## src/ipc_pkg.sv

```systemverilog
`default_nettype none
package ipc_pkg;
  localparam logic [7:0] IPC_OFF_STATUS    = 8'h00;
  localparam logic [7:0] IPC_OFF_CTRL1     = 8'h04;
  localparam logic [7:0] IPC_OFF_CTRL2     = 8'h08;
  localparam logic [7:0] IPC_OFF_BUF       = 8'h0C;
  localparam logic [7:0] IPC_OFF_RELOAD    = 8'h10;
  localparam logic [7:0] IPC_OFF_EVENT     = 8'h14;
  localparam logic [7:0] IPC_REG_RST       = 8'h00;
  localparam logic [3:0] IPC_MODE_MASTER   = 4'h8;
  localparam logic [3:0] IPC_MODE_SLV7     = 4'h6;
  localparam logic [3:0] IPC_MODE_SLV10    = 4'h7;
  localparam logic [3:0] IPC_MODE_SLV7_SS  = 4'hE;
  localparam logic [3:0] IPC_MODE_SLV10_SS = 4'hF;
  localparam logic [3:0] IPC_BIT_ACK       = 4'h8;
  localparam logic [3:0] IPC_BIT_LAST_RX   = 4'h7;
  localparam logic [3:0] IPC_BIT_END       = 4'h9;
  localparam logic [2:0] IPC_SYNC_RST      = 3'h7;

  typedef struct packed {
    logic slew_control_off;
    logic smbus_select;
    logic data_not_addr;
    logic stop_seen;
    logic start_seen;
    logic read_dir;
    logic renew_addr_flag;
    logic buffer_loaded;
  } ipc_status_t;

  typedef struct packed {
    logic       write_clash_flag;
    logic       receive_overrun_flag;
    logic       port_enable;
    logic       clock_release;
    logic [3:0] port_mode_select;
  } ipc_ctrl1_t;

  typedef struct packed {
    logic general_call_enable;
    logic peer_ack_flag;
    logic ack_value_to_send;
    logic ack_sequence_trigger;
    logic receive_trigger;
    logic stop_cond_trigger;
    logic restart_trigger;
    logic begin_cond_trigger;
  } ipc_ctrl2_t;

  typedef enum logic [2:0] {
    MS_IDLE    = 3'b000,
    MS_START   = 3'b001,
    MS_RESTART = 3'b010,
    MS_STOP    = 3'b011,
    MS_TX      = 3'b100,
    MS_RX      = 3'b101,
    MS_ACK     = 3'b110
  } ipc_mstate_t;
endpackage
`default_nettype wire

```

## src/ipc_port.sv

```systemverilog
`default_nettype none
module ipc_port
  import ipc_pkg::*;
#(
  parameter int ADR_W = 8
)(
  input  wire logic             core_clk,
  input  wire logic             sys_rst,
  input  wire logic             wb_cyc_i,
  input  wire logic             wb_stb_i,
  input  wire logic             wb_we_i,
  input  wire logic [ADR_W-1:0] wb_adr_i,
  input  wire logic [3:0]       wb_sel_i,
  input  wire logic [31:0]      wb_dat_i,
  output logic      [31:0]      wb_dat_o,
  output logic                  wb_ack_o,
  input  wire logic             scl_i,
  output logic                  scl_o,
  output logic                  scl_oe,
  input  wire logic             sda_i,
  output logic                  sda_o,
  output logic                  sda_oe,
  output logic                  pins_to_port,
  output logic                  slew_control_off,
  output logic                  smbus_levels,
  output logic                  port_interrupt_flag
);
  ipc_status_t st, next_st;
  ipc_ctrl1_t  c1, next_c1;
  ipc_ctrl2_t  c2, next_c2;
  ipc_mstate_t ms, next_ms;
  logic [7:0]  serial_buffer, next_buf;
  logic [7:0]  address_reload, next_reload;
  logic [7:0]  serial_shifter, next_shift;
  logic        next_irq;
  logic [1:0]  m_phase, next_phase;
  logic [3:0]  m_bit, next_bit;
  logic [6:0]  m_baud, next_baud;
  logic        m_scl_low, next_mscl;
  logic        m_sda_low, next_msda;
  logic [3:0]  s_bits, next_sbits;
  logic        s_addressed, next_saddr;
  logic        s_addr_phase, next_saddrph;
  logic        s_tx, next_stx;
  logic        s_ack_pend, next_sackp;
  logic        s_sda_low, next_ssda;
  logic        next_ack;
  logic [31:0] next_dat;
  logic [2:0]  sync_q [2];
  logic        line [2];
  logic        scl_prev, sda_prev;
  logic        req, wr, rd, en, master_hw, slave_mode;
  logic        port_busy, buf_blocked, tick, m_done, is_bit, bitval;
  logic        scl_rise, scl_fall, start_ev, stop_ev, match;
  logic [4:0]  trig;
  logic [3:0]  last_bit;
  logic [2:0]  tx_idx;

  // Pin synchronisers, scl then sda
  for (genvar i = 0; i < 2; i++)
  begin : g_sync
    always_ff @(posedge core_clk)
    begin
      if (sys_rst)
      begin
        sync_q[i] <= IPC_SYNC_RST;
        line[i]   <= 1'b1;
      end
      else
      begin
        sync_q[i] <= {sync_q[i][1:0], (i == 0) ? scl_i : sda_i};
        if (sync_q[i][1] == sync_q[i][2])
          line[i] <= sync_q[i][2];
      end
    end
  end

  assign req        = wb_cyc_i & wb_stb_i & ~wb_ack_o;
  assign wr         = req & wb_we_i & wb_sel_i[0];
  assign rd         = req & ~wb_we_i;
  assign en         = c1.port_enable;
  assign master_hw  = c1.port_mode_select == IPC_MODE_MASTER;
  assign slave_mode = c1.port_mode_select inside
    {IPC_MODE_SLV7, IPC_MODE_SLV10, IPC_MODE_SLV7_SS, IPC_MODE_SLV10_SS};
  assign port_busy  = (ms == MS_TX) | (|c2[4:0]);
  assign buf_blocked = (master_hw & port_busy)
    | (slave_mode & s_tx & s_addressed & c1.clock_release);
  assign scl_rise   = line[0] & ~scl_prev;
  assign scl_fall   = ~line[0] & scl_prev;
  assign start_ev   = scl_prev & line[0] & sda_prev & ~line[1];
  assign stop_ev    = scl_prev & line[0] & ~sda_prev & line[1];
  assign match      = serial_shifter[7:1] == address_reload[7:1];
  assign tick       = m_baud == address_reload[6:0];
  assign is_bit     = ms inside {MS_TX, MS_RX, MS_ACK};
  assign last_bit   = (ms == MS_TX) ? IPC_BIT_ACK
                    : (ms == MS_RX) ? IPC_BIT_LAST_RX : 4'h0;
  assign tx_idx     = 3'h7 - m_bit[2:0];
  assign bitval     = (ms == MS_ACK) ? ~c2.ack_value_to_send
                    : (ms == MS_TX) & (m_bit < IPC_BIT_ACK) & ~serial_shifter[tx_idx];
  assign m_done     = tick & (ms != MS_IDLE) & (m_phase == 2'h3)
                    & (~is_bit | (m_bit == last_bit));

  always_comb
  begin
    next_st      = st;
    next_c1      = c1;
    next_c2      = c2;
    next_ms      = ms;
    next_buf     = serial_buffer;
    next_reload  = address_reload;
    next_shift   = serial_shifter;
    next_irq     = port_interrupt_flag;
    next_phase   = m_phase;
    next_bit     = m_bit;
    next_baud    = m_baud;
    next_mscl    = m_scl_low;
    next_msda    = m_sda_low;
    next_sbits   = s_bits;
    next_saddr   = s_addressed;
    next_saddrph = s_addr_phase;
    next_stx     = s_tx;
    next_sackp   = s_ack_pend;
    next_ssda    = s_sda_low;
    next_ack     = req;
    next_dat     = 32'h0000_0000;
    trig         = wb_dat_i[4:0] & (~wb_dat_i[4:0] + 5'h01);
    if (rd)
    begin
      case (wb_adr_i)
        IPC_OFF_STATUS: next_dat[7:0] = st;
        IPC_OFF_CTRL1:  next_dat[7:0] = c1;
        IPC_OFF_CTRL2:  next_dat[7:0] = c2;
        IPC_OFF_BUF:
        begin
          next_dat[7:0] = serial_buffer;
          next_st.buffer_loaded = 1'b0;
        end
        IPC_OFF_RELOAD: next_dat[7:0] = address_reload;
        IPC_OFF_EVENT:  next_dat[0] = port_interrupt_flag;
        default:        next_dat = 32'h0000_0000;
      endcase
    end
    if (wr)
    begin
      case (wb_adr_i)
        IPC_OFF_STATUS: next_st[7:6] = wb_dat_i[7:6];
        IPC_OFF_CTRL1:  next_c1 = wb_dat_i[7:0];
        IPC_OFF_CTRL2:
        begin
          next_c2[7:5] = wb_dat_i[7:5];
          if (!port_busy)
            next_c2[4:0] = trig;
        end
        IPC_OFF_BUF:
        begin
          if (buf_blocked)
            next_c1.write_clash_flag = 1'b1;
          else
          begin
            next_buf   = wb_dat_i[7:0];
            next_shift = wb_dat_i[7:0];
            next_st.buffer_loaded = 1'b1;
            if (master_hw && en)
            begin
              next_ms    = MS_TX;
              next_phase = 2'h0;
              next_bit   = 4'h0;
              next_baud  = 7'h00;
            end
          end
        end
        IPC_OFF_RELOAD: next_reload = wb_dat_i[7:0];
        IPC_OFF_EVENT:  next_irq = port_interrupt_flag & wb_dat_i[0];
        default:        next_irq = next_irq;
      endcase
    end

    // Master sequence launch
    if ((ms == MS_IDLE) && master_hw && en)
    begin
      next_phase = 2'h0;
      next_bit   = 4'h0;
      next_baud  = 7'h00;
      if (c2.begin_cond_trigger)
        next_ms = MS_START;
      else if (c2.restart_trigger)
        next_ms = MS_RESTART;
      else if (c2.stop_cond_trigger)
        next_ms = MS_STOP;
      else if (c2.receive_trigger)
        next_ms = MS_RX;
      else if (c2.ack_sequence_trigger)
        next_ms = MS_ACK;
    end

    // Master quarter-bit sequencer
    if (ms != MS_IDLE)
    begin
      next_baud = tick ? 7'h00 : m_baud + 7'h01;
      if (tick)
      begin
        next_phase = m_phase + 2'h1;
        case (m_phase)
          2'h0:
          begin
            next_mscl = ms != MS_START;
            next_msda = (ms == MS_STOP) | (is_bit & bitval);
          end
          2'h1:
          begin
            if (ms == MS_START)
              next_msda = 1'b1;
            else
              next_mscl = 1'b0;
          end
          2'h2:
          begin
            if (ms == MS_START)
              next_mscl = 1'b1;
            else if (!line[0])
              next_phase = m_phase;
            else if (ms == MS_RESTART)
              next_msda = 1'b1;
            else if (ms == MS_STOP)
              next_msda = 1'b0;
            else if ((ms == MS_TX) && (m_bit == IPC_BIT_ACK))
              next_c2.peer_ack_flag = line[1];
            else if (ms == MS_RX)
              next_shift = {serial_shifter[6:0], line[1]};
          end
          default:
          begin
            next_mscl = ms != MS_STOP;
            if (is_bit)
              next_bit = m_bit + 4'h1;
            if ((ms == MS_TX) && (m_bit == IPC_BIT_LAST_RX))
              next_st.buffer_loaded = 1'b0;
          end
        endcase
      end
      if (m_done)
      begin
        next_ms  = MS_IDLE;
        next_irq = 1'b1;
        case (ms)
          MS_START:   next_c2.begin_cond_trigger = 1'b0;
          MS_RESTART: next_c2.restart_trigger = 1'b0;
          MS_STOP:    next_c2.stop_cond_trigger = 1'b0;
          MS_ACK:     next_c2.ack_sequence_trigger = 1'b0;
          MS_RX:
          begin
            next_c2.receive_trigger = 1'b0;
            if (st.buffer_loaded)
              next_c1.receive_overrun_flag = 1'b1;
            else
            begin
              next_buf = next_shift;
              next_st.buffer_loaded = 1'b1;
            end
          end
          default: next_ms = MS_IDLE;
        endcase
      end
    end

    // Slave receive, address match and transmit
    if (slave_mode && en)
    begin
      if (start_ev || stop_ev)
      begin
        next_sbits   = 4'h0;
        next_saddrph = start_ev;
        next_saddr   = 1'b0;
        next_stx     = 1'b0;
        next_sackp   = 1'b0;
        next_st.read_dir = 1'b0;
        if (c1.port_mode_select[3])
          next_irq = 1'b1;
      end
      else if (scl_rise && (s_addr_phase || s_addressed))
      begin
        if ((s_bits < IPC_BIT_ACK) && !s_tx)
          next_shift = {serial_shifter[6:0], line[1]};
        if ((s_bits == IPC_BIT_ACK) && s_tx && line[1])
        begin
          next_saddr = 1'b0;
          next_stx   = 1'b0;
          next_st.read_dir = 1'b0;
        end
        next_sbits = s_bits + 4'h1;
      end
      else if (scl_fall && (s_bits == IPC_BIT_ACK) && !s_tx)
      begin
        next_saddrph = 1'b0;
        if (s_addr_phase || s_addressed)
          next_irq = 1'b1;
        if (s_addr_phase && match && !st.buffer_loaded && !c1.receive_overrun_flag)
        begin
          next_saddr = 1'b1;
          next_sackp = 1'b1;
          next_buf   = serial_shifter;
          next_st.buffer_loaded = 1'b1;
          next_st.data_not_addr = 1'b0;
          next_st.read_dir = serial_shifter[0];
          next_st.renew_addr_flag = c1.port_mode_select[0];
        end
        else if (s_addressed && !s_addr_phase)
        begin
          if (st.buffer_loaded)
            next_c1.receive_overrun_flag = 1'b1;
          else if (!c1.receive_overrun_flag)
          begin
            next_sackp = 1'b1;
            next_buf   = serial_shifter;
            next_st.buffer_loaded = 1'b1;
            next_st.data_not_addr = 1'b1;
          end
        end
      end
      else if (scl_fall && (s_bits == IPC_BIT_ACK) && s_tx)
        next_st.buffer_loaded = 1'b0;
      else if (scl_fall && (s_bits == IPC_BIT_END))
      begin
        next_sbits = 4'h0;
        next_sackp = 1'b0;
        if (s_addressed && st.read_dir)
        begin
          next_stx = 1'b1;
          next_c1.clock_release = 1'b0;
          next_st.data_not_addr = s_tx;
          next_irq = 1'b1;
        end
      end
      if (!line[0])
        next_ssda = (s_tx && s_addressed && (s_bits < IPC_BIT_ACK))
          ? ~serial_shifter[3'h7 - s_bits[2:0]] : s_ack_pend;
    end
    else
    begin
      next_sbits   = 4'h0;
      next_saddr   = 1'b0;
      next_saddrph = 1'b0;
      next_stx     = 1'b0;
      next_sackp   = 1'b0;
      next_ssda    = 1'b0;
    end

    // Bus condition flags
    if (start_ev)
    begin
      next_st.start_seen = 1'b1;
      next_st.stop_seen  = 1'b0;
    end
    if (stop_ev)
    begin
      next_st.stop_seen  = 1'b1;
      next_st.start_seen = 1'b0;
    end
    if (master_hw)
      next_st.read_dir = next_ms == MS_TX;
    if (!en)
    begin
      next_st.start_seen = 1'b0;
      next_st.stop_seen  = 1'b0;
      next_ms   = MS_IDLE;
      next_mscl = 1'b0;
      next_msda = 1'b0;
    end
  end

  always_ff @(posedge core_clk)
  begin
    if (sys_rst)
    begin
      st <= IPC_REG_RST;
      c1 <= IPC_REG_RST;
      c2 <= IPC_REG_RST;
      ms <= MS_IDLE;
      serial_buffer  <= IPC_REG_RST;
      address_reload <= IPC_REG_RST;
      serial_shifter <= IPC_REG_RST;
      port_interrupt_flag <= 1'b0;
      m_phase      <= 2'h0;
      m_bit        <= 4'h0;
      m_baud       <= 7'h00;
      m_scl_low    <= 1'b0;
      m_sda_low    <= 1'b0;
      s_bits       <= 4'h0;
      s_addressed  <= 1'b0;
      s_addr_phase <= 1'b0;
      s_tx         <= 1'b0;
      s_ack_pend   <= 1'b0;
      s_sda_low    <= 1'b0;
      scl_prev     <= 1'b1;
      sda_prev     <= 1'b1;
      wb_ack_o     <= 1'b0;
      wb_dat_o     <= 32'h0000_0000;
      scl_oe       <= 1'b0;
      sda_oe       <= 1'b0;
      pins_to_port <= 1'b0;
      slew_control_off <= 1'b0;
      smbus_levels <= 1'b0;
    end
    else
    begin
      st <= next_st;
      c1 <= next_c1;
      c2 <= next_c2;
      ms <= next_ms;
      serial_buffer  <= next_buf;
      address_reload <= next_reload;
      serial_shifter <= next_shift;
      port_interrupt_flag <= next_irq;
      m_phase      <= next_phase;
      m_bit        <= next_bit;
      m_baud       <= next_baud;
      m_scl_low    <= next_mscl;
      m_sda_low    <= next_msda;
      s_bits       <= next_sbits;
      s_addressed  <= next_saddr;
      s_addr_phase <= next_saddrph;
      s_tx         <= next_stx;
      s_ack_pend   <= next_sackp;
      s_sda_low    <= next_ssda;
      scl_prev     <= line[0];
      sda_prev     <= line[1];
      wb_ack_o     <= next_ack;
      wb_dat_o     <= next_dat;
      scl_oe       <= next_c1.port_enable & ((master_hw & next_mscl)
                    | (slave_mode & ~next_c1.clock_release));
      sda_oe       <= next_c1.port_enable & ((master_hw & next_msda)
                    | (slave_mode & next_ssda));
      pins_to_port <= next_c1.port_enable;
      slew_control_off <= next_st.slew_control_off;
      smbus_levels <= next_st.smbus_select;
    end
  end

  // Open-drain pins only ever pull low
  always_ff @(posedge core_clk)
  begin
    scl_o <= 1'b0;
    sda_o <= 1'b0;
  end
endmodule
`default_nettype wire

```

## config.mk

```make
export PLATFORM = sky130hd
export DESIGN_NAME = ipc_port
export DESIGN_NICKNAME = d
export VERILOG_FILES = /design/src/ipc_pkg.sv /design/src/ipc_port.sv
export SDC_FILE = /design/constraint.sdc
export NUM_CORES = 1
export LEC_CHECK = 0
export CAP_MARGIN = 25
export CORE_UTILIZATION = 50
export DETAILED_ROUTE_END_ITERATION = 10
export DONT_BUFFER_PORTS = 1
export GPL_ROUTABILITY_DRIVEN = 0
export GPL_TIMING_DRIVEN = 0
export PLACE_DENSITY = 0.79
export REMOVE_ABC_BUFFERS = 1
export SLEW_MARGIN = 20
export SYNTH_ARGS = -nofsm -noshare
export SYNTH_HDL_FRONTEND = slang
export SYNTH_SLANG_ARGS = --single-unit
```

## constraint.sdc

```tcl
create_clock -name core_clk -period 2.9 [get_ports core_clk]
set_clock_uncertainty 0.2 [all_clocks]
set_input_delay 0.435 -clock core_clk [delete_from_list [all_inputs] [get_ports core_clk]]
set_output_delay 0.435 -clock core_clk [all_outputs]
set_load 0.01 [all_outputs]
```

=== Yosys cells after proc, flatten, opt, wreduce, memory -nomap -nowiden ===
Memories as Yosys holds them, arrays and structs flattened.
Index checks and enable logic that the tools add are counted.

* Register bits after elaboration: 113
* Latch bits: 0
* RAM bits: 8
* Bits in read-only memories: 0
* Input bits: 51
* Output and inout port bits: 41
* Word-level logic and storage cells: 444
* Memories kept: 2

* $add $sub $neg: 7
* Multipliers: 0
* Divide/modulo/power cells: 0
* Magnitude comparators: 4
* Equal/unequal tests: 43
* Shifts and indexed selects: 0
* Muxes and demuxes: 218
* Bitwise gates (word level): 57
* Reductions and logical operators: 69

{| class="wikitable"
|+ Memories
! memory !! words !! width !! read ports !! clocked after memory_dff !! write ports !! RTL line !! text
|-
| sync_q || 2 || 3 || 2 || 0 || 2 || ipc_port.sv:49 || <nowiki>logic [2:0] sync_q [2];</nowiki>
|-
| line || 2 || 1 || 2 || 0 || 2 || ipc_port.sv:50 || <nowiki>logic line [2];</nowiki>
|}

{| class="wikitable"
|+ Operators by type and width
! cell !! count
|-
| $mux 8 || 31
|-
| $mux 1 || 120
|-
| $mux 7 || 11
|-
| $mux 4 || 14
|-
| $mux 3 || 16
|-
| $pmux 7 s5 || 1
|-
| $mux 2 || 16
|-
| $and 1x1->1 || 29
|-
| $eq 4x4->1 const B || 6
|-
| $logic_and 1x1->1 || 21
|-
| $reduce_bool 2->1 || 10
|-
| $eq 8x4->1 const B || 2
|-
| $eq 8x5->1 const B || 2
|-
| $not 1->1 || 16
|-
| $mux 5 || 3
|-
| $reduce_bool 3->1 || 5
|-
| $eq 7x7->1 || 2
|-
| $eq 3x3->1 const B || 4
|-
| $eq 4x3->1 const B || 3
|-
| $reduce_bool 4->1 || 3
|-
| $ne 2x2->1 const B || 5
|-
| $or 1x1->1 || 10
|-
| $reduce_and 2->1 || 5
|-
| $reduce_and 5->1 || 2
|-
| 37 further kinds || 61
|}

=== Longest topological paths before layout ===
Gate-level depths: netlist (run 1).

* Depth after elaboration: 29
* Depth in mapped cells: 9
* Depth with buffers taken out: 8

=== Worst setup path before layout (run 1) ===
No wires, ideal clock.

* Path type: input-to-reg
* Start point: input wb_adr_i[7]
* End point: register m_phase[1]
* Setup time: 0.128 ns
* Arrival time: 2.531 ns
* Setup slack: 0.042 ns
* Stages on the path: 8
* Buffers on the path: 2
* Cells stage by stage: or4_1 -> buf_2 -> or3_4 -> a2111o_1 -> buf_6 -> o311a_2 -> mux2i_1 -> nor2_1

* Longest elaborated chain between the ends: 6

{| class="wikitable"
|+ Ends and longest elaborated chain
! what !! RTL line !! text
|-
| start: declaration || ipc_port.sv:12 || <nowiki>input wire logic [ADR_W-1:0] wb_adr_i,</nowiki>
|-
| $eq 8x4->1 * || ipc_port.sv:145 || <nowiki>case (wb_adr_i)</nowiki>
|-
| $mux 2 * || ipc_port.sv:145 ||
|-
| $mux 2 * || ipc_port.sv:143 || <nowiki>if (wr)</nowiki>
|-
| $mux 2 * || ipc_port.sv:179 || <nowiki>if ((ms == MS_IDLE) && master_hw && en)</nowiki>
|-
| $mux 2 || ipc_port.sv:200 || <nowiki>if (tick)</nowiki>
|-
| $mux 2 * || ipc_port.sv:197 || <nowiki>if (ms != MS_IDLE)</nowiki>
|-
| end signal: assignment || ipc_port.sv:414 || <nowiki>m_phase <= next_phase;</nowiki>
|-
| end: declaration || ipc_port.sv:36 || <nowiki>logic [1:0] m_phase, next_phase;</nowiki>
|}

Every way passes the cells marked *; elsewhere a longest branch is shown, timed or not.
A chain may end at the register's enable or synchronous reset.

=== Final worst setup path (run 1) ===
* Start point: register ms[0]
* End point: register serial_buffer[6]

* Longest elaborated chain between the ends: 27
* Elaborated cells between the ends (all ways): 46

{| class="wikitable"
|+ Ends and longest elaborated chain
! what !! RTL line !! text
|-
| start: declaration || ipc_port.sv:31 || <nowiki>ipc_mstate_t ms, next_ms;</nowiki>
|-
| start signal: assignment || ipc_port.sv:409 || <nowiki>ms <= next_ms;</nowiki>
|-
| $eq 3x3->1 || -- ||
|-
| $or 1x1->1 || ipc_port.sv:85 || <nowiki>assign port_busy = (ms == MS_TX) | (|c2[4:0]);</nowiki>
|-
| $and 1x1->1 || ipc_port.sv:86 || <nowiki>assign buf_blocked = (master_hw & port_busy)</nowiki>
|-
| $or 1x1->1 || ipc_port.sv:87 || <nowiki>| (slave_mode & s_tx & s_addressed & c1.clock_release);</nowiki>
|-
| $mux 8 || ipc_port.sv:156 || <nowiki>if (buf_blocked)</nowiki>
|-
| $mux 8 || ipc_port.sv:145 ||
|-
| $mux 8 || ipc_port.sv:143 ||
|-
| $mux 8 || ipc_port.sv:228 || <nowiki>else if (ms == MS_RX)</nowiki>
|-
| (+11 left out) || -- ||
|-
| $mux 8 || ipc_port.sv:311 || <nowiki>else if (!c1.receive_overrun_flag)</nowiki>
|-
| $mux 8 || ipc_port.sv:309 || <nowiki>if (st.buffer_loaded)</nowiki>
|-
| $mux 8 || ipc_port.sv:307 || <nowiki>else if (s_addressed && !s_addr_phase)</nowiki>
|-
| $mux 8 || ipc_port.sv:297 || <nowiki>if (s_addr_phase && match && !st.buffer_loaded && !c1.receive_overrun_flag)</nowiki>
|-
| $mux 8 || ipc_port.sv:292 || <nowiki>else if (scl_fall && (s_bits == IPC_BIT_ACK) && !s_tx)</nowiki>
|-
| $mux 8 || ipc_port.sv:280 || <nowiki>else if (scl_rise && (s_addr_phase || s_addressed))</nowiki>
|-
| $mux 8 || ipc_port.sv:269 || <nowiki>if (start_ev || stop_ev)</nowiki>
|-
| $mux 8 * || ipc_port.sv:267 || <nowiki>if (slave_mode && en)</nowiki>
|-
| end signal: assignment || ipc_port.sv:410 || <nowiki>serial_buffer <= next_buf;</nowiki>
|-
| end: declaration || ipc_port.sv:32 || <nowiki>logic [7:0] serial_buffer, next_buf;</nowiki>
|}

Marks and branches as above.

==> out/qor.txt, run 1 <==
DR WL/cell -> 19.57 um
clock group share of total power -> 39.2%
die area -> 11,670 um^2
number of vias per cell after detailed routing -> 6.474
core box area -> 10,890 um^2
number of warnings issued by yosys -> 0
clk buf depth -> 2
flip-flop cell with the highest count after synthesis -> dfxtp_1
number of CTS-inserted buffers -> 9
worst hold slack across all endpoints -> 0.001183 ns
leading cell types by count after synthesis -> 96 x dfxtp_1, 80 x nor2_1, 56 x nand2_1
endpoint kind of the worst setup timing path -> register
Pre-Repair DR Iteration Count -> 5
via count -> 5,205
largest area contributor in the synthesized netlist -> dfxtp_1
Setup TNS Final -> 0 ns
Switching Share -> 24.11%
dpl hpwl -> 10,670 um
proportion of power drawn by combinational gates -> 3.2%
met2 layer usage reported by global route -> 43.27%
width of the die -> 108.0 um
number of DRC violations after detailed-routing iteration 0 -> 665
sequential share of the synthesized area -> 34.74%
number of cell rows -> 38
highest net fanout along the worst path -> 16
Worst EP required -> 2.99 ns
maximum number of pins on one net before global-route repair -> 61
number of synthesized flops with an enable pin -> 1
arrival time reported for the critical path endpoint -> 2.93 ns
ratio of cells with drive above 1 in the final layout -> 11.48%
GR met3 Demand/Resource -> 7.896%
worst reg2reg setup slack -> 0.06 ns
CTS tree -> built
starting density of the core -> 51.61%
number of unique standard cell types used by synthesis -> 72
number of cells produced by synthesis -> 665
remaining max-slew budget at the tightest pin -> 47.47%
clock-pin transition on the worst setup and hold timing paths -> 0.11 ns
Max Slew Vio Count -> 0
type of the worst min-delay path -> in2reg
total detailed-routing wirelength -> 15,730 um
Global Route met1 Usage -> 34.47%
number of global-route vias before repair -> 4,916
LEAKAGE -> 2.302 nW
first-pass GRT wire length -> 24,760 um
status -> completed
number of top-level design ports -> 92
max frequency -> 0.3520 GHz
clock latency on the worst-skew pair -> 0.38 ns
Critical Path Start Type -> register
sequential power share -> 57.6%
critical path type -> reg2reg
switching power summed over all nets -> 560.9 uW
min Tclk post-route -> 2.841 ns
Clock Sinks -> 97
Pwr Density -> 387.1 nW/um^2
worst-path cell with the longest stage delay -> dfxtp_1
most common cell in the netlist -> dfxtp_1
ANT nets after route -> 0
clock root buffer master -> clkbuf_8
Post-Syn Area per Cell -> 8.450 um^2
number of nets at the end of the flow -> 718
measured slew at the worst slew-check pin -> 0.7819 ns
worst setup slack after placement -> -0.5452 ns
GR Overflow Total -> 0
CP Cell Sequence -> nor3b_4, or3_1, a2111o_2, buf_12, mux2i_1, a21oi_1, a21o_1
global routing usage summed across all routing layers -> 27.46%
residual DRC count -> 0
number of failing setup endpoints in the final timing report -> 0
number of max-capacitance violations reported -> 0
fraction of synthesized cell area taken by the top area cell type -> 34.20%
biggest area contributors in the synthesized netlist -> dfxtp_1 34%, mux2i_1 5.3%, nor2_1 5.3%
I/O Buffers -> 0
Cell Area, Synth -> 5619 um^2
antenna violations before repair -> 0
count of state elements after synthesis -> 97
Hold Vio Cnt, Final -> 0
height of the die -> 108.0 um
busiest grt layer -> met2
share of the clock period used by the worst path after layout -> 97.96%
# H-tree levels -> 3
worst-case setup margin in the final layout -> 0.05930 ns
slowest cell delay on critical path -> 0.64 ns
maximum resistive drop on vdd -> 0.0002482 V
synthesis-to-layout area growth -> 6.947%
final total power -> 2.326 mW
asr flop ratio synth -> 0%
design internal power -> 1.765 mW
what timing repair did:
item	CTS	global route
hold buffers	9	0
endpoints found under the hold margin	60	0
resized for setup	6	10
buffers inserted	1	4
pin swaps	1	1
setup endpoints to repair	23	28
cell type report:
type	instances	area [um^2]
clock inverters	6	66.31
diodes	2	5.005
clock buffers	10	127.6
well taps	140	175.2
fillers	964	4878
flip-flops and latches	97	1953
inverters	12	45.04
repair buffers	16	176.4
multi-input cells	521	3461
worst max-delay path, delay by kind of cell (launching register included):
kind	cells	cell delay, ns
DFF	1	0.64
AOI/OAI and AO/OA	3	0.85
muxes	1	0.24
buffers and inverters	1	0.20
and+or+nand+nor	2	0.63
kinds of logic (layout without fill, tap and decap cells):
group / Yosys count / after routing / share of synthesized area, %
other cells: 1 / 28 / 0.06674
xor+xnor: 17 / 17 / 2.650
simple gates: 260 / 260 / 23.20
buf+inv: 72 / 44 / 7.103
fa+ha+maj: 10 / 10 / 2.227
compound gates: 162 / 162 / 20.26
mux: 46 / 46 / 9.753
flops: 97 / 97 / 34.74
placed cells by master (no fill, tap or decap), types with 15 or more instances in the layout:
cell type,instances
conb_1,26
dfxtp_1,95
nand3_1,28
a21oi_1,38
a211oi_1,15
a22oi_1,19
o21ai_0,15
mux2i_1,30
nor2_1,80
nand2_1,56
sequential cells by signal (all words and copies together) (netlist names), 6 cells and up:
name	flops
c1	7
st	8
wb_dat_o	8
serial_buffer	8
serial_shifter	8
address_reload	8
m_baud	7
sync_q	6
c2	8
final timing paths:
path / startpoint / to / depth (start not counted)
max reg2reg: ms[0] / serial_buffer[6] / 7
min reg2reg: sync_q[1][0] / sync_q[1][1] / 1
max: ms[0] / serial_buffer[6] / 7
min: wb_dat_i[3] / c1[3] / 2
routing by layer:
metal	up-vias	part of all wire [%]
met5	-	0
met4	0	4.1
met3	70	11
met2	317	46
met1	2456	39
li1	2362	-
metrics by stage:
| step | utilization, % | instance area, um^2 | instances |
|---|---|---|---|
| after CTS | 54.40 | 5923 | 798 |
| after detailed placement | 51.20 | 5574 | 772 |
| after floorplan | - | 5359 | 630 |
| after global placement | 50.83 | 5534 | 770 |
| final | 55.19 | 6010 | 804 |
| after global routing | 55.15 | 6005 | 802 |
power groups by stage:
stage | Clock [mW] | Sequential, mW | Combinational (mW)
after global placement | 0 | 1.37 | 0.0403
after detailed placement | 0 | 1.37 | 0.0416
after global routing | 0.961 | 1.34 | 0.0795
after floorplan | 0 | 1.37 | 0.0365
final | 0.913 | 1.34 | 0.0735
after CTS | 0.918 | 1.34 | 0.0702
Power figures use the tool's default switching activity.
==> run 2, diff against run 1 <==
- PLACE_DENSITY: 0.79 -> 0.68
==> run 2 against run 1 <==
Net effect: via count shrank 2.8%; total power decreased by 2.8%; worst hold slack better by 0.033 ns; design area hardly changed; count of clock-buffer cells in the layout grew 1; first-iteration DRC count down 9.3%; utilization about the same; largest cell class unchanged; critical path depth decreased by 1; register-to-register slack gained 0.11 ns.
==> out/qor.txt, run 2 (same netlist as run 1, synthesis figures left out) <==
number of cell rows -> 38
Hold Vio Cnt, Final -> 0
slowest cell delay on critical path -> 0.67 ns
maximum resistive drop on vdd -> 0.0003589 V
final total power -> 2.261 mW
width of the die -> 108.0 um
endpoint kind of the worst setup timing path -> register
residual DRC count -> 0
ratio of cells with drive above 1 in the final layout -> 11.45%
number of global-route vias before repair -> 4,770
core box area -> 10,890 um^2
clock-pin transition on the worst setup and hold timing paths -> 0.10 ns
number of failing setup endpoints in the final timing report -> 0
via count -> 5,058
RSZ-0062 raised after global routing -> false
GR met3 Demand/Resource -> 7.233%
CTS tree -> built
beginning of the critical path -> wb_adr_i[7]
busiest grt layer -> met2
number of top-level design ports -> 92
Pre-Repair DR Iteration Count -> 5
min Tclk post-route -> 2.775 ns
Diodes inserted -> 0
Critical Path Start Type -> primary input
Setup TNS Final -> 0 ns
DR WL/cell -> 19.85 um
Pwr Density -> 376.0 nW/um^2
number of non-filler instances in the completed layout -> 804
remaining max-slew budget at the tightest pin -> 50.90%
share of the clock period used by the worst path after layout -> 95.69%
number of vias per cell after detailed routing -> 6.291
total detailed-routing wirelength -> 15,960 um
height of the die -> 108.0 um
I/O Buffers -> 0
maximum number of pins on one net before global-route repair -> 61
synthesis-to-layout area growth -> 7.036%
highest net fanout along the worst path -> 6
worst-path cell with the longest stage delay -> or4_1
dpl hpwl -> 11,020 um
global routing usage summed across all routing layers -> 28.83%
clock root buffer master -> clkbuf_8
first-pass GRT wire length -> 25,320 um
end-of-flow core utilization -> 55.24%
Global Route met1 Usage -> 38.53%
critical path type -> in2reg
type of the worst min-delay path -> in2reg
LEAKAGE -> 2.292 nW
GR Overflow Total -> 0
measured slew at the worst slew-check pin -> 0.7337 ns
clk buf depth -> 2
Max Slew Vio Count -> 0
antenna violations before repair -> 0
Post-Place Cells -> 772
status -> completed
met2 layer usage reported by global route -> 44.45%
number of DRC violations after detailed-routing iteration 0 -> 603
number of max-capacitance violations reported -> 0
number of nets at the end of the flow -> 720
starting density of the core -> 51.61%
max frequency -> 0.3604 GHz
number of CTS-inserted buffers -> 9
Worst EP required -> 3.01 ns
worst-case setup margin in the final layout -> 0.1250 ns
die area -> 11,670 um^2
clock latency on the worst-skew pair -> 0.39 ns
ANT nets after route -> 0
critical register-to-register path startpoint -> c2[0]
# H-tree levels -> 3
worst setup slack after placement -> -0.5309 ns
worst hold start -> sys_rst
arrival time reported for the critical path endpoint -> 2.89 ns
commonest cells after routing, fill and taps aside -> 95 x dfxtp_1, 80 x nor2_1, 56 x nand2_1, 38 x a21oi_1, 30 x mux2i_1
Clock Sinks -> 97
CP Cell Sequence -> or4_1, nor3_1, nand3_1, nor4b_1, a31oi_1, a211oi_1
most common library cell in the layout ignoring fill and taps -> dfxtp_1
run 2: routing by layer:
metal	up-vias	part of all wire, %	wire, um
met2	254	45	7220
li1	2380	-	-
met1	2382	42	6730
met4	0	3.4	540
met5	-	0	0
met3	42	9.2	1471
run 2: path summary, 6_finish.rpt:
path / end / slack (ns) / cells after the start
worst max-delay path: c2[4] / 0.13 / 6
worst min-delay path: line[0] / 0.03 / 1
worst max register to register: m_phase[1] / 0.17 / 7
worst min register to register: sync_q[1][1] / 0.20 / 1
run 2: area by class of cell:
class	instances	area, um^2
multi-input combinational	521	3467
clock inverter	5	38.79
timing repair buffer	18	193.9
fill	1024	4873
sequential	97	1953
clock buffer	11	141.4
tap	140	175.2
inverter	12	45.04
run 2: report_power, final:
part	internal, mW	switching, mW
combinational	0.0269	0.0496
sequential	1.34	0.00275
clock	0.342	0.503
run 2: what timing repair did:
item                                    CTS  global route
endpoints found under the hold margin    60             0
endpoints found under the setup margin   24            27
resized for setup                         6            11
setup buffers                             2             3
hold buffers                             11             0
pin swaps                                 1             1
run 2: critical path: cells and delay by family:
kind	cells	cell delay, ns
AND/OR/NAND/NOR	4	2.10
AO/OA/AOI/OAI	2	0.35
run 2: stage by stage:
step / hold WS (ns) / cell area, um^2
floorplan: 0.1895 / 5359
global placement: 0.1925 / 5534
detailed placement: 0.1982 / 5572
CTS: 0.01226 / 5934
global route: 0.03432 / 6015
finish: 0.03370 / 6015
